`src/hw/fscd_pkg.sv`:
```
// Purpose: Shared constants for the flash security gate and clock divider.
// Assumes: APB with 32-bit data, one register to an aligned word.
// Notes: Byte data sits in the low eight bits of each word.
package fscd_pkg;

  // ----------------------------------------------------------------------
  // Register map
  // ----------------------------------------------------------------------
  localparam logic [11:0] OFF_CLK_DIV = 12'h000;
  localparam logic [11:0] OFF_OPTION = 12'h004;
  localparam logic [11:0] OFF_CONFIG = 12'h008;
  localparam logic [11:0] OFF_PROTECT = 12'h00C;
  localparam logic [11:0] OFF_STATUS = 12'h010;

  // ----------------------------------------------------------------------
  // Field positions
  // ----------------------------------------------------------------------
  localparam int DIV_LOADED_BIT = 7;
  localparam int DIV_PRESCALE_BIT = 6;
  localparam int OPT_BACKDOOR_EN_BIT = 7;
  localparam int OPT_REDIRECT_DIS_BIT = 6;
  localparam int CFG_KEY_ACCESS_BIT = 5;
  localparam logic [7:0] OPT_READ_MASK = 8'hC3;
  localparam logic [7:0] CFG_WRITE_MASK = 8'hE0;
  localparam logic [1:0] SEC_UNSECURED = 2'h2;

  // ----------------------------------------------------------------------
  // Reset values and key window
  // ----------------------------------------------------------------------
  localparam logic [7:0] CLK_DIV_RESET = 8'h00;
  localparam logic [7:0] CONFIG_RESET = 8'h00;
  localparam logic [15:0] KEY_ADDR_LO = 16'hFFB0;
  localparam logic [15:0] KEY_ADDR_HI = 16'hFFB7;
  localparam logic [3:0] KEY_BYTES = 4'h8;
  localparam logic [2:0] PRESCALE_LAST = 3'h7;

endpackage : fscd_pkg

```
`src/hw/fscd_clkdiv.sv`:
```
// Purpose: Turns the bus clock into flash timing ticks, one cycle long except at divisor 0 without prescale.
// Assumes: Divisor and prescale are stable once loaded.
// Notes: Ticks run only while the divisor has been loaded.
module fscd_clkdiv (
  input wire logic i_ref_clk,
  input wire logic i_rst,
  input wire logic i_run,
  input wire logic i_prescale,
  input wire logic [5:0] i_divisor,
  output logic o_fclk_tick
);

  logic [2:0] pre_q;
  logic [2:0] pre_d;
  logic [5:0] cnt_q;
  logic [5:0] cnt_d;
  logic tick_q;
  logic tick_d;
  logic step;

  // ----------------------------------------------------------------------
  // Divider chain
  // ----------------------------------------------------------------------
  always_comb begin
    pre_d = pre_q;
    cnt_d = cnt_q;
    tick_d = 1'b0;
    step = 1'b0;
    if (i_run) begin
      if (i_prescale) begin
        step = (pre_q == fscd_pkg::PRESCALE_LAST);
        pre_d = pre_q + 3'h1;
      end else begin
        step = 1'b1;
        pre_d = 3'h0;
      end
      if (step) begin
        if (cnt_q >= i_divisor) begin
          cnt_d = 6'h00;
          tick_d = 1'b1;
        end else begin
          cnt_d = cnt_q + 6'h01;
        end
      end
    end else begin
      pre_d = 3'h0;
      cnt_d = 6'h00;
    end
  end

  always_ff @(posedge i_ref_clk) begin
    if (i_rst) begin
      pre_q <= 3'h0;
      cnt_q <= 6'h00;
      tick_q <= 1'b0;
    end else begin
      pre_q <= pre_d;
      cnt_q <= cnt_d;
      tick_q <= tick_d;
    end
  end

  // One bus cycle per flash tick, except divisor 0 without prescale, where the tick stays high.
  assign o_fclk_tick = tick_q;
endmodule : fscd_clkdiv

```
`src/hw/fscd_top.sv`:
```
// Purpose: Security gate, backdoor key check and flash clock divider.
// Assumes: Memory requests and straps are synchronous to i_ref_clk.
// Notes: APB answers with zero wait states; read data is registered in
//   the setup cycle so it comes from flip-flops.
//
// Chosen here: register access over APB and the address map.

module fscd_top (
  input wire logic i_ref_clk,
  input wire logic i_rst,
  input wire logic i_psel,
  input wire logic i_penable,
  input wire logic i_pwrite,
  input wire logic [11:0] i_paddr,
  input wire logic [31:0] i_pwdata,
  input wire logic i_pfrom_debug,
  output logic [31:0] o_prdata,
  output logic o_pready,
  output logic o_pslverr,
  input wire logic [7:0] i_nonvolatile_option_byte,
  input wire logic [7:0] i_nonvolatile_protect_byte,
  input wire logic [63:0] i_backdoor_key_locations,
  input wire logic i_background_mode_pin,
  input wire logic i_mem_valid,
  input wire logic i_mem_write,
  input wire logic [15:0] i_mem_addr,
  input wire logic [7:0] i_mem_wdata,
  input wire logic i_mem_from_secure,
  input wire logic i_mem_from_debug,
  input wire logic i_mem_target_secure,
  input wire logic [7:0] i_array_rdata,
  input wire logic i_blank_check_ok,
  input wire logic i_debug_enable_req,
  input wire logic i_background_req,
  output logic o_mem_valid,
  output logic [7:0] o_mem_rdata,
  output logic o_cmd_start,
  output logic o_cmd_refused,
  output logic o_secure,
  output logic o_debug_enable,
  output logic o_background_enter,
  output logic o_program_erase_enable,
  output logic o_fclk_tick
);

  typedef enum logic [1:0] {
    KS_IDLE = 2'b01,
    KS_ENTRY = 2'b10
  } fscd_key_e;

  // ----------------------------------------------------------------------
  // State
  // ----------------------------------------------------------------------
  logic [7:0] div_q;
  logic [7:0] div_d;
  logic [7:0] opt_q;
  logic [7:0] opt_d;
  logic [7:0] cfg_q;
  logic [7:0] cfg_d;
  logic [7:0] prot_q;
  logic [7:0] prot_d;
  logic [31:0] rdata_q;
  logic [31:0] rdata_d;
  logic unlock_q;
  logic unlock_d;
  logic boot_bgnd_q;
  logic boot_bgnd_d;
  fscd_key_e key_st_q;
  fscd_key_e key_st_d;
  logic [3:0] key_cnt_q;
  logic [3:0] key_cnt_d;
  logic key_bad_q;
  logic key_bad_d;
  logic [7:0] mem_rdata_q;
  logic [7:0] mem_rdata_d;

  logic setup;
  logic wr_acc;
  logic hit;
  logic [7:0] rd_byte;
  logic [7:0] wbyte;
  logic [1:0] sec_bits;
  logic secure;
  logic blocked;
  logic in_key;
  logic key_access;
  logic key_wr;
  logic key_fall;
  logic key_good;
  logic [7:0] key_byte;

  assign setup = i_psel && !i_penable;
  assign wr_acc = i_psel && i_penable && i_pwrite;
  assign wbyte = i_pwdata[7:0];
  assign key_access = cfg_q[fscd_pkg::CFG_KEY_ACCESS_BIT];

  // ----------------------------------------------------------------------
  // Security decode
  // ----------------------------------------------------------------------
  // Only 1:0 leaves the part open.
  assign sec_bits = unlock_q ? fscd_pkg::SEC_UNSECURED : opt_q[1:0];
  assign secure = (sec_bits != fscd_pkg::SEC_UNSECURED);

  // Unsecured sources lose access to secure resources.
  // Secure code and register space are never blocked.
  assign blocked = secure && i_mem_target_secure &&
                   (!i_mem_from_secure || i_mem_from_debug);

  assign in_key = (i_mem_addr >= fscd_pkg::KEY_ADDR_LO) &&
                  (i_mem_addr <= fscd_pkg::KEY_ADDR_HI);

  // Only code running from secure memory counts as key entry.
  assign key_wr = i_mem_valid && i_mem_write && in_key && key_access &&
                  i_mem_from_secure && !i_mem_from_debug;

  // ----------------------------------------------------------------------
  // Memory gate
  // ----------------------------------------------------------------------
  // Key-range writes are swallowed while key access is set.
  // Blocked writes never reach the array.
  assign o_mem_valid = i_mem_valid &&
                       !(i_mem_write && (blocked || (in_key && key_access)));

  always_comb begin
    mem_rdata_d = 8'h00;
    if (i_mem_valid && !i_mem_write && !blocked) begin
      mem_rdata_d = i_array_rdata;
    end
  end

  // Any forwarded write to a secure target starts or refuses a command.
  // Program and erase need a loaded divisor.
  assign o_cmd_start = o_mem_valid && i_mem_write &&
                       i_mem_target_secure && div_q[7];
  assign o_cmd_refused = o_mem_valid && i_mem_write &&
                         i_mem_target_secure && !div_q[7];

  // ----------------------------------------------------------------------
  // Backdoor key engine
  // ----------------------------------------------------------------------
  assign key_fall = wr_acc && (i_paddr == fscd_pkg::OFF_CONFIG) &&
                    key_access && !wbyte[fscd_pkg::CFG_KEY_ACCESS_BIT];
  assign key_byte = i_backdoor_key_locations[8 * key_cnt_q[2:0] +: 8];
  assign key_good = opt_q[fscd_pkg::OPT_BACKDOOR_EN_BIT] && !key_bad_q &&
                    (key_cnt_q == fscd_pkg::KEY_BYTES);

  always_comb begin
    key_st_d = key_st_q;
    key_cnt_d = key_cnt_q;
    key_bad_d = key_bad_q;
    unique case (key_st_q)
      KS_IDLE: begin
        if (key_access) begin
          key_st_d = KS_ENTRY;
          key_cnt_d = 4'h0;
          key_bad_d = 1'b0;
        end
      end
      KS_ENTRY: begin
        // Bytes are expected in ascending order.
        if (key_wr) begin
          if (key_cnt_q == fscd_pkg::KEY_BYTES ||
              i_mem_addr[2:0] != key_cnt_q[2:0] ||
              i_mem_wdata != key_byte) begin
            key_bad_d = 1'b1;
          end
          if (key_cnt_q != fscd_pkg::KEY_BYTES) begin
            key_cnt_d = key_cnt_q + 4'h1;
          end
        end
        if (!key_access) begin
          key_st_d = KS_IDLE;
        end
      end
      default: begin
        key_st_d = KS_IDLE;
      end
    endcase
  end

  always_comb begin
    unlock_d = unlock_q;
    // A mismatch leaves the state alone.
    if (key_fall && key_st_q == KS_ENTRY && key_good) begin
      unlock_d = 1'b1;
    end
    if (i_blank_check_ok) begin
      unlock_d = 1'b1;
    end
  end

  // ----------------------------------------------------------------------
  // Register file
  // ----------------------------------------------------------------------
  always_comb begin
    div_d = div_q;
    cfg_d = cfg_q;
    prot_d = prot_q;
    opt_d = opt_q;
    if (wr_acc) begin
      unique case (i_paddr)
        fscd_pkg::OFF_CLK_DIV: begin
          // Loaded flag set whatever the data.
          if (!div_q[fscd_pkg::DIV_LOADED_BIT]) begin
            div_d = {1'b1, wbyte[6:0]};
          end
        end
        fscd_pkg::OFF_CONFIG: begin
          cfg_d = wbyte & fscd_pkg::CFG_WRITE_MASK;
        end
        fscd_pkg::OFF_PROTECT: begin
          if (i_pfrom_debug) begin
            prot_d = wbyte;
          end
        end
        default: begin
        end
      endcase
    end
  end

  always_comb begin
    hit = 1'b1;
    rd_byte = 8'h00;
    unique case (i_paddr)
      fscd_pkg::OFF_CLK_DIV: rd_byte = div_q;
      fscd_pkg::OFF_OPTION: rd_byte = {opt_q[7:2], sec_bits} &
                                      fscd_pkg::OPT_READ_MASK;
      fscd_pkg::OFF_CONFIG: rd_byte = cfg_q;
      fscd_pkg::OFF_PROTECT: rd_byte = prot_q;
      fscd_pkg::OFF_STATUS: rd_byte = {key_cnt_q, key_bad_q, unlock_q,
                                       boot_bgnd_q, secure};
      default: hit = 1'b0;
    endcase
    rdata_d = rdata_q;
    if (setup) begin
      rdata_d = {24'h000000, rd_byte};
    end
  end

  // Zero wait states keep the slave simple; a miss is flagged, not stalled.
  assign o_pready = 1'b1;
  assign o_pslverr = i_psel && i_penable && !hit;
  assign o_prdata = rdata_q;

  // ----------------------------------------------------------------------
  // Debug and background control
  // ----------------------------------------------------------------------
  // Pin low during reset release allows background entry.
  assign boot_bgnd_d = boot_bgnd_q;
  // Debug module stays off while secure.
  assign o_debug_enable = i_debug_enable_req && !secure;
  assign o_background_enter = boot_bgnd_q || (i_background_req && !secure);
  assign o_secure = secure;
  assign o_program_erase_enable = div_q[fscd_pkg::DIV_LOADED_BIT];
  assign o_mem_rdata = mem_rdata_q;

  // ----------------------------------------------------------------------
  // Registers
  // ----------------------------------------------------------------------
  always_ff @(posedge i_ref_clk) begin
    if (i_rst) begin
      div_q <= fscd_pkg::CLK_DIV_RESET;
      cfg_q <= fscd_pkg::CONFIG_RESET;
      // Option and protection copied while reset is held.
      opt_q <= i_nonvolatile_option_byte;
      prot_q <= i_nonvolatile_protect_byte;
      // Last reset cycle samples the pin.
      boot_bgnd_q <= !i_background_mode_pin;
      rdata_q <= 32'h00000000;
      unlock_q <= 1'b0;
      key_st_q <= KS_IDLE;
      key_cnt_q <= 4'h0;
      key_bad_q <= 1'b0;
      mem_rdata_q <= 8'h00;
    end else begin
      div_q <= div_d;
      cfg_q <= cfg_d;
      opt_q <= opt_d;
      prot_q <= prot_d;
      boot_bgnd_q <= boot_bgnd_d;
      rdata_q <= rdata_d;
      unlock_q <= unlock_d;
      key_st_q <= key_st_d;
      key_cnt_q <= key_cnt_d;
      key_bad_q <= key_bad_d;
      mem_rdata_q <= mem_rdata_d;
    end
  end

  fscd_clkdiv u_clkdiv (
    .i_ref_clk(i_ref_clk),
    .i_rst(i_rst),
    .i_run(div_q[fscd_pkg::DIV_LOADED_BIT]),
    .i_prescale(div_q[fscd_pkg::DIV_PRESCALE_BIT]),
    .i_divisor(div_q[5:0]),
    .o_fclk_tick(o_fclk_tick)
  );
endmodule : fscd_top

```
`config.mk`:
```
export PLATFORM = sky130hd
export DESIGN_NAME = fscd_top
export DESIGN_NICKNAME = d
export VERILOG_FILES = /design/src/hw/fscd_pkg.sv /design/src/hw/fscd_clkdiv.sv /design/src/hw/fscd_top.sv
export SDC_FILE = /design/constraint.sdc
export NUM_CORES = 1
export LEC_CHECK = 0
export BUFFER_PORTS_ARGS = -buffer_cell sky130_fd_sc_hd__buf_2
export CAP_MARGIN = 20
export CORE_MARGIN = 4
export CORE_UTILIZATION = 44
export DETAILED_ROUTE_END_ITERATION = 7
export PLACE_DENSITY = 0.93
export SLEW_MARGIN = 0
export SYNTH_ARGS = -nofsm -noshare
export SYNTH_HDL_FRONTEND = slang
export SYNTH_HIERARCHICAL = 1
export SYNTH_SLANG_ARGS = --single-unit
```
`constraint.sdc`:
```
create_clock -name i_ref_clk -period 2.44 [get_ports i_ref_clk]
set_input_delay 0.488 -clock i_ref_clk [delete_from_list [all_inputs] [get_ports i_ref_clk]]
set_output_delay 0.488 -clock i_ref_clk [all_outputs]
set_load 0.005 [all_outputs]
```
After elaboration in Yosys (flattened, before gate mapping)
Index checks and enable logic that the tools add are counted.
{"block": "totals", "memories": 0, "ramBits": 0, "word_cells": 132, "mem_bits_ro": 0, "out_inout_bits": 50, "register_bits": 62, "inputBits": 171, "latchBits": 0}
{"block": "classes", "div": 0, "n_bitwise": 4, "addsub": 3, "n_eq_ne": 17, "n_lt_le_gt_ge": 3, "n_mux": 24, "n_mul": 0, "n_shift": 1, "reduce_logical": 65}
{"operator": "64-bit by 7-bit variable part select with 8-bit output", "count": 1}
{"operator": "8-bit one-hot mux with 5 select lines", "count": 1}
{"operator": "8-bit 2-to-1 mux", "count": 4}
{"operator": "1-bit logical AND", "count": 30}
{"operator": "12-bit by 4-bit equality test with 1-bit output (second input constant)", "count": 2}
{"operator": "16-bit greater-or-equal comparator (second input constant)", "count": 1}
{"operator": "16-bit less-or-equal comparator (second input constant)", "count": 1}
{"operator": "12-bit by 3-bit equality test with 1-bit output (second input constant)", "count": 1}
{"operator": "12-bit by 5-bit equality test with 1-bit output (second input constant)", "count": 1}
{"operator": "1-bit zero test", "count": 12}
{"operator": "12-bit zero test", "count": 1}
{"operator": "4-bit 2-to-1 mux", "count": 3}
{"operator": "2-bit != test (second input constant)", "count": 6}
{"operator": "2-bit nonzero test", "count": 5}
{"operator": "1-bit 2-to-1 mux", "count": 9}
{"operator": "8-bit != test", "count": 1}
{"operator": "4-bit one-hot mux with 2 select lines", "count": 1}
{"operator": "4-bit AND reduction", "count": 2}
{"operator": "6-bit by 1-bit adder with 6-bit output (second input constant)", "count": 1}
{"operator": "6-bit greater-or-equal comparator", "count": 1}
{"operator": "2-bit 2-to-1 mux", "count": 3}
{"operator": "6-bit 2-to-1 mux", "count": 1}
{"operator": "2-bit AND reduction", "count": 3}
{"operator": "3-bit AND reduction", "count": 2}
{"operator": "other kinds (15)", "count": 24}

Logic depth before layout (Yosys ltp)
Gate-level depths: netlist (run 1).
{"block": "depth", "word_depth": 11, "mapped_depth": 9}

Hierarchy
Netlist (run 1), hierarchy kept.
{"module": "fscd_top", "cells_per_inst": 294, "area_per_inst_um2": 3022.9, "n_inst": 1}
{"module": "fscd_clkdiv", "cells_per_inst": 58, "area_per_inst_um2": 566.8, "n_inst": 1}

Least setup slack after synthesis (run 1)
No wires, ideal clock.
{"block": "synth_timing", "path_kind": "input to register", "from": "input port i_paddr[7]", "to": "register prot_q[0], enable pin", "t_arrival_ns": 1.734, "t_required_ns": 2.110, "setup_ns": 0.330, "setup_slack_ns": 0.376, "path_stages": 3, "cell_sequence": "or4_4 nor4_4 a41o_1"}
{"block": "synth_via", "elab_chain_cells": 3}
{"item": "start: declaration", "line_no": "fscd_top.sv:14", "text": "input wire logic [11:0] i_paddr,"}
{"item": "12-bit by 4-bit equality test with 1-bit output", "line_no": "fscd_top.sv:201", "text": "unique case (i_paddr)"}
{"item": "2-bit nonzero test (no line)"}
{"item": "3-bit AND reduction (no line)"}
{"item": "end signal: assignment", "line_no": "fscd_top.sv:267", "text": "prot_q <= i_nonvolatile_protect_byte;"}
{"item": "end signal: assignment", "line_no": "fscd_top.sv:280", "text": "prot_q <= prot_d;"}
{"item": "end: declaration", "line_no": "fscd_top.sv:60", "text": "logic [7:0] prot_q;"}
No other way between the ends.
A chain may end at the register's enable or synchronous reset.

Worst setup path in the final report (run 1)
{"block": "layout_timing", "from": "input port i_paddr[7]", "to": "output port o_pslverr"}
{"block": "layout_via", "elab_chain_cells": 5, "elab_cells_between_ends": 9, "cone_classes": "eq/ne: 4; mux: 1; reduce/logical: 4"}
{"item": "12-bit by 4-bit equality test with 1-bit output (tied with other cells)", "line_no": "fscd_top.sv:225", "text": "unique case (i_paddr)"}
{"item": "5-bit OR reduction (no line) *"}
{"item": "1-bit 2-to-1 mux *", "line_no": "fscd_top.sv:225"}
{"item": "1-bit zero test *", "line_no": "fscd_top.sv:243", "text": "assign o_pslverr = i_psel && i_penable && !hit;"}
{"item": "1-bit logical AND *", "line_no": "fscd_top.sv:243"}
{"item": "end: declaration", "line_no": "fscd_top.sv:19", "text": "output logic o_pslverr,"}
Mark *: on every way between the ends. The rest lies on a longest branch, timed or not.

==> reports/qor.csv, run 1 <==
metric;value;unit
status;finished, final reports clean;
synth_area_leaders;dfxtp_1 25%, edfxtp_1 11%, mux4_2 8.2%, mux2i_1 7.0%, buf_4 5.2%;
diodes;0;
place.gp.congestion;0.903;
crit_path_max_fanout;3;
die_y;98.3;um
wirelength;10.5;mm
area_delta_synth_final;30.9;%
rows;32;
syn-cell-area;3590;um^2
rsz0062_at_grt;false;
min_from;i_nonvolatile_option_byte[1];
clk_pin_slew;0.07;ns
async_flop_share;0;
fin_skew;0.00912;ns
clk_latency;0.34;ns
slew_headroom;0.542;
placedCellCount;612;
post-synth-top-count-cell;dfxtp_1;
grt_util_all_layers;0.213;
die_area;9670;um^2
fin_setup_tns;0;ns
drt_pre_antenna_iters;4;
synth_top_cell_by_area;dfxtp_1;
syn-mean-instance-area;10.2;um^2
clk_path_buf_depth;2;
finalSetupViolations;0;
clkSinkCount;58;
final_cells;628;
drive_gt1_frac;0.435;
p_per_area;500;nW/um^2
ant_nets;0;
cts_tree;yes;
grt_pass1_vias;3470;
route.detailed.drc;0;
cp-end-kind;primary output;
arrival;1.76;ns
antenna_found_initial;0;
p_leak;2.07;nW
post-route-min-period;2.25;ns
ys_seq_elements;58;
ys_types;55;
finalCritPeriodShare;0.922;
r2r_start;key_cnt_q[1];
synthFlopType;dfxtp_1;
synth.top_cell.area_share;0.251;
fmax;445;MHz
worst_pin_slew;0.682;ns
vias_per_cell;5.26;
syn_inst;352;
core_region_area;7850;um^2
cts_hold_buf;0;
nNetsFinal;703;
synth_commonest_cells;45 x dfxtp_1, 25 x buf_4, 25 x mux2i_1, 21 x nor2_1, 17 x nand2_1;
drv_cap;0;
peakVddDrop;0.000306;V
crit_type;in2out;
cts_buffers;9;
dpl.hpwl;8.47;mm
hp-class;in2reg;
slew_violations;0;
hold_violations;0;
worstPathRequired;1.95;ns
ctsHtreeMaxLevel;3;
crit_start;i_paddr[7];
synth_seq_area_share;0.360;
ioPinCount;221;
grt_overflow_total;0;
wl_per_cell;16.6;um
grt_pass1_wl;16.6;mm
yosysWarnings;6;
drt_iter0_markers;213;
fp.dieW;98.3;um
start_util;0.457;
grt_start_max_net_pins;27;
root_buffer;clkbuf_8;
synth-edff-count;13;
port-buffer-count;167;
vias;3304;
startpoint_type;input pin;
==> sequential cells by signal (all words and copies together), names as in the netlist <==
signal                flops
boot_bgnd_d               1
cfg_q                     3
div_q                     8
key_bad_q                 1
key_cnt_q                 4
key_st_q                  2
o_mem_rdata               8
o_prdata                  8
opt_d                     4
prot_q                    8
u_clkdiv/cnt_q            6
u_clkdiv/o_fclk_tick      1
u_clkdiv/pre_q            3
unlock_q                  1
==> layer usage <==
metal / routed length [um] / up-vias / global-route usage
met1: 3700 / 1538 / 0.225
met3: 838 / 27 / 0.0550
met2: 5630 / 162 / 0.397
li1: - / 1577 / -
met4: 280 / 0 / 0.0935
met5: 0 / - / 0
==> final timing paths <==
kind              slack [ns]           endpoint  cells after the start
hold / removal          0.32           opt_d[1]                      1
setup reg to reg        0.41          key_bad_q                      6
hold reg to reg         0.44  u_clkdiv/pre_q[0]                      1
setup / recovery        0.19          o_pslverr                      6
==> logic make-up (layout without fill, tap and decap cells) <==
kind of cell	after synthesis	in the layout	share of synthesized area
AOI/OAI and AO/OA	46	46	0.0931
muxes	51	51	0.192
other	2	25	0.00209
DFF	58	58	0.360
buffers and inverters	52	203	0.0826
adders and majority gates	11	11	0.0383
and+or+nand+nor	113	113	0.186
xor gates and xnor gates	19	19	0.0464
==> worst max-delay path, cell delays in order <==
cell     delay (ns)
buf_2          0.10
or4_4          0.56
nor3_2         0.20
nand2_1        0.11
and3_1         0.18
buf_2          0.12
==> area by class of cell <==
cell class | count | area (um^2)
multi-input combinational | 265 | 2090
sequential | 58 | 1290
tap | 102 | 128
clock inverter | 4 | 71.3
timing repair buffer | 174 | 901
clock buffer | 12 | 165
fill | 639 | 3150
inverter | 13 | 48.8
==> placed cells by master, fill, tap and decap left out, types with 2 or more instances in the layout <==
cell type  instances
and3_1             4
xor2_1             9
mux4_2            13
o22ai_1            3
nand2_1           17
nor2_1            21
clkbuf_8          12
nand3b_1           2
a21oi_1            8
nor4_4             2
mux2i_1           25
a22oi_1            8
or2_2              2
nor3_2             2
nand3_1            5
mux2_2            13
buf_2            167
a22o_1             5
nor2b_1            7
bufinv_16          2
nand4b_1           3
edfxtp_1          13
o21ai_0            9
nor4_1             6
and2_1             9
nand4_1            4
xnor2_1           10
nor3_1            11
nor3b_1            2
buf_4              6
nand2b_1           6
ha_1              11
conb_1            25
inv_1             13
a211oi_1           2
or3_1              3
dfxtp_1           45
==> stage by stage <==
stage | util | instance area (um^2) | hold WS [ns] | power [mW] | worst slack (ns)
after CTS | 0.598 | 4690 | 0.304 | 2.36 | 0.111
after global routing | 0.599 | 4700 | 0.301 | 2.43 | 0.0992
after global placement | 0.568 | 4460 | 0.405 | 1.31 | 0.108
after floorplan | - | 3680 | 0.396 | 1.19 | 0.376
final | 0.599 | 4700 | 0.320 | 2.35 | 0.190
after detailed placement | 0.568 | 4460 | 0.429 | 1.32 | 0.0618
==> timing repair <==
action                     CTS  global route
setup buffers                0             0
setup endpoints to repair    0             1
resized for setup            0             1
==> power breakdown <==
group	total (mW)	switching [mW]	internal (mW)	leakage, nW
logic	0.281	0.128	0.153	1.45
registers	1.02	0.0139	1.01	0.490
clock network	1.05	0.391	0.657	0.123
total	2.35	0.533	1.82	2.07
No activity file was read; power rests on OpenSTA's default activity.
==> inputs of run 2 (changes only) <==
- CELL_PAD_IN_SITES_DETAIL_PLACEMENT: unset -> 0
- CELL_PAD_IN_SITES_GLOBAL_PLACEMENT: unset -> 2
- CORE_UTILIZATION: 44 -> 24
- PLACE_DENSITY: 0.93 -> 0.91
==> reports/qor.csv, run 2 (synthesis gave the netlist of run 1 again) <==
metric;value;unit
diodes;0;
cp-end-kind;primary output;
place.gp.congestion;0.756;
multiInputGateArea;2090;um^2
critPathMaxStageDelay;0.57;ns
clk_path_buf_depth;2;
p_leak;2.13;nW
root_buffer;clkbuf_16;
antenna_found_initial;3;
seqCellArea;1290;um^2
rows;44;
fmax;429;MHz
area_delta_synth_final;37.3;%
ctsHtreeMaxLevel;3;
fillerInstances;1532;
crit_chain;buf_2, or4_4, nor3_2, nand2_1, and3_1, buf_2;
clkSinkCount;58;
grt_util_all_layers;0.124;
worstPathRequired;1.95;ns
ioPinCount;221;
grt_pass1_vias;3203;
crit_type;in2out;
route.detailed.drc;0;
peakVddDrop;0.000418;V
drt_pre_antenna_iters;4;
die_area;17000;um^2
clk_latency;0.33;ns
layout_common_cells;167 x buf_2, 45 x dfxtp_1, 25 x mux2i_1, 25 x conb_1, 21 x nor2_1;
final_common_cell;buf_2;
dpl.hpwl;9.40;mm
drive_gt1_frac;0.442;
vias;3246;
wirelength;11.3;mm
grt_pass1_wl;16.0;mm
p_per_area;537;nW/um^2
nNetsFinal;709;
drv_cap;0;
arrival;1.84;ns
hold_violations;0;
post_cts_buffers;0;
rsz0062_at_grt;false;
path_common_cell;buf_2;
fin_skew;0.00945;ns
startpoint_type;input pin;
slew_headroom;0.490;
cts_buffers;9;
postLayoutCoreUtil;0.338;
slew_violations;0;
crit_path_max_fanout;3;
hp-class;in2reg;
status;finished, final reports clean;
finalCritPeriodShare;0.956;
port-buffer-count;167;
clk_pin_slew;0.05;ns
worst_pin_slew;0.765;ns
ant_nets;0;
die_y;130;um
slowest_stage;or4_4;
vias_per_cell;4.53;
start_util;0.246;
post-route-min-period;2.33;ns
grt_overflow_total;0;
fin_setup_tns;0;ns
grt_start_max_net_pins;40;
drt_iter0_markers;50;
core_region_area;14600;um^2
fp.dieW;130;um
regToRegSetupSlack;0.19;ns
cts_tree;yes;
finalSetupViolations;0;
wl_per_cell;15.7;um
## run 2: cell count changes in the layout (fill, tap and decap cells not counted), sizes merged
| cell | before | now |
|---|---|---|
| clkinvlp | 0 | 2 |
| buf | 174 | 180 |
| inv | 14 | 13 |
| clkbuf | 12 | 9 |
| clkinv | 1 | 3 |
## run 2: what timing repair did
item,in CTS,in global routing
hold buffers,0,0
resized for setup,0,1
setup endpoints to repair,0,1
endpoints found under the hold margin,0,0
## run 2: where the power goes
group | internal (mW) | total [mW] | leakage (nW) | switching, mW
Sequential | 1.01 | 1.02 | 0.490 | 0.0127
Combinational | 0.154 | 0.285 | 1.49 | 0.131
Clock | 0.890 | 1.34 | 0.151 | 0.452
## run 2: stage by stage
step	instances	area, um^2	total power, mW	hold slack (ns)	setup WS [ns]
5_1_grt	716	4930	2.77	0.328	0.00558
6_report	716	4930	2.65	0.333	0.108
4_1_cts	716	4920	2.68	0.323	0.0215
3_5_place_dp	700	4600	1.33	0.423	0.0236
2_1_floorplan	375	3680	1.19	0.396	0.376
3_3_place_gp	700	4600	1.32	0.404	0.0213
## run 2: path summary, 6_finish.rpt
path,start,end,cells past startpoint
worst max-delay path,i_paddr[7],o_pslverr,6
worst min-delay path,i_nonvolatile_option_byte[7],opt_d[7],1
worst max register to register,key_cnt_q[0],key_bad_q,6
worst min register to register,u_clkdiv/pre_q[0],u_clkdiv/pre_q[0],1
## run 2: critical path: cells and delay by family
kind                   cells  cell delay [ns]
buffers and inverters      2             0.21
and+or+nand+nor            4             1.15
## run 2: layout make-up
class                   instances  share of cell area
well taps                     184              0.0467
flip-flops and latches         58               0.262
clock buffers                   9              0.0457
repair buffers                180               0.192
inverters                      13             0.00990
multi-input cells             265               0.425
clock inverters                 7              0.0190
## run 2: per-layer routing
| layer | part of all wire | up-vias | global-route usage |
|---|---|---|---|
| li1 | - | 1586 | - |
| met2 | 0.49 | 150 | 0.220 |
| met4 | 0.026 | 6 | 0.0568 |
| met5 | 0.0031 | - | 0 |
| met1 | 0.38 | 1478 | 0.136 |
| met3 | 0.099 | 26 | 0.0360 |
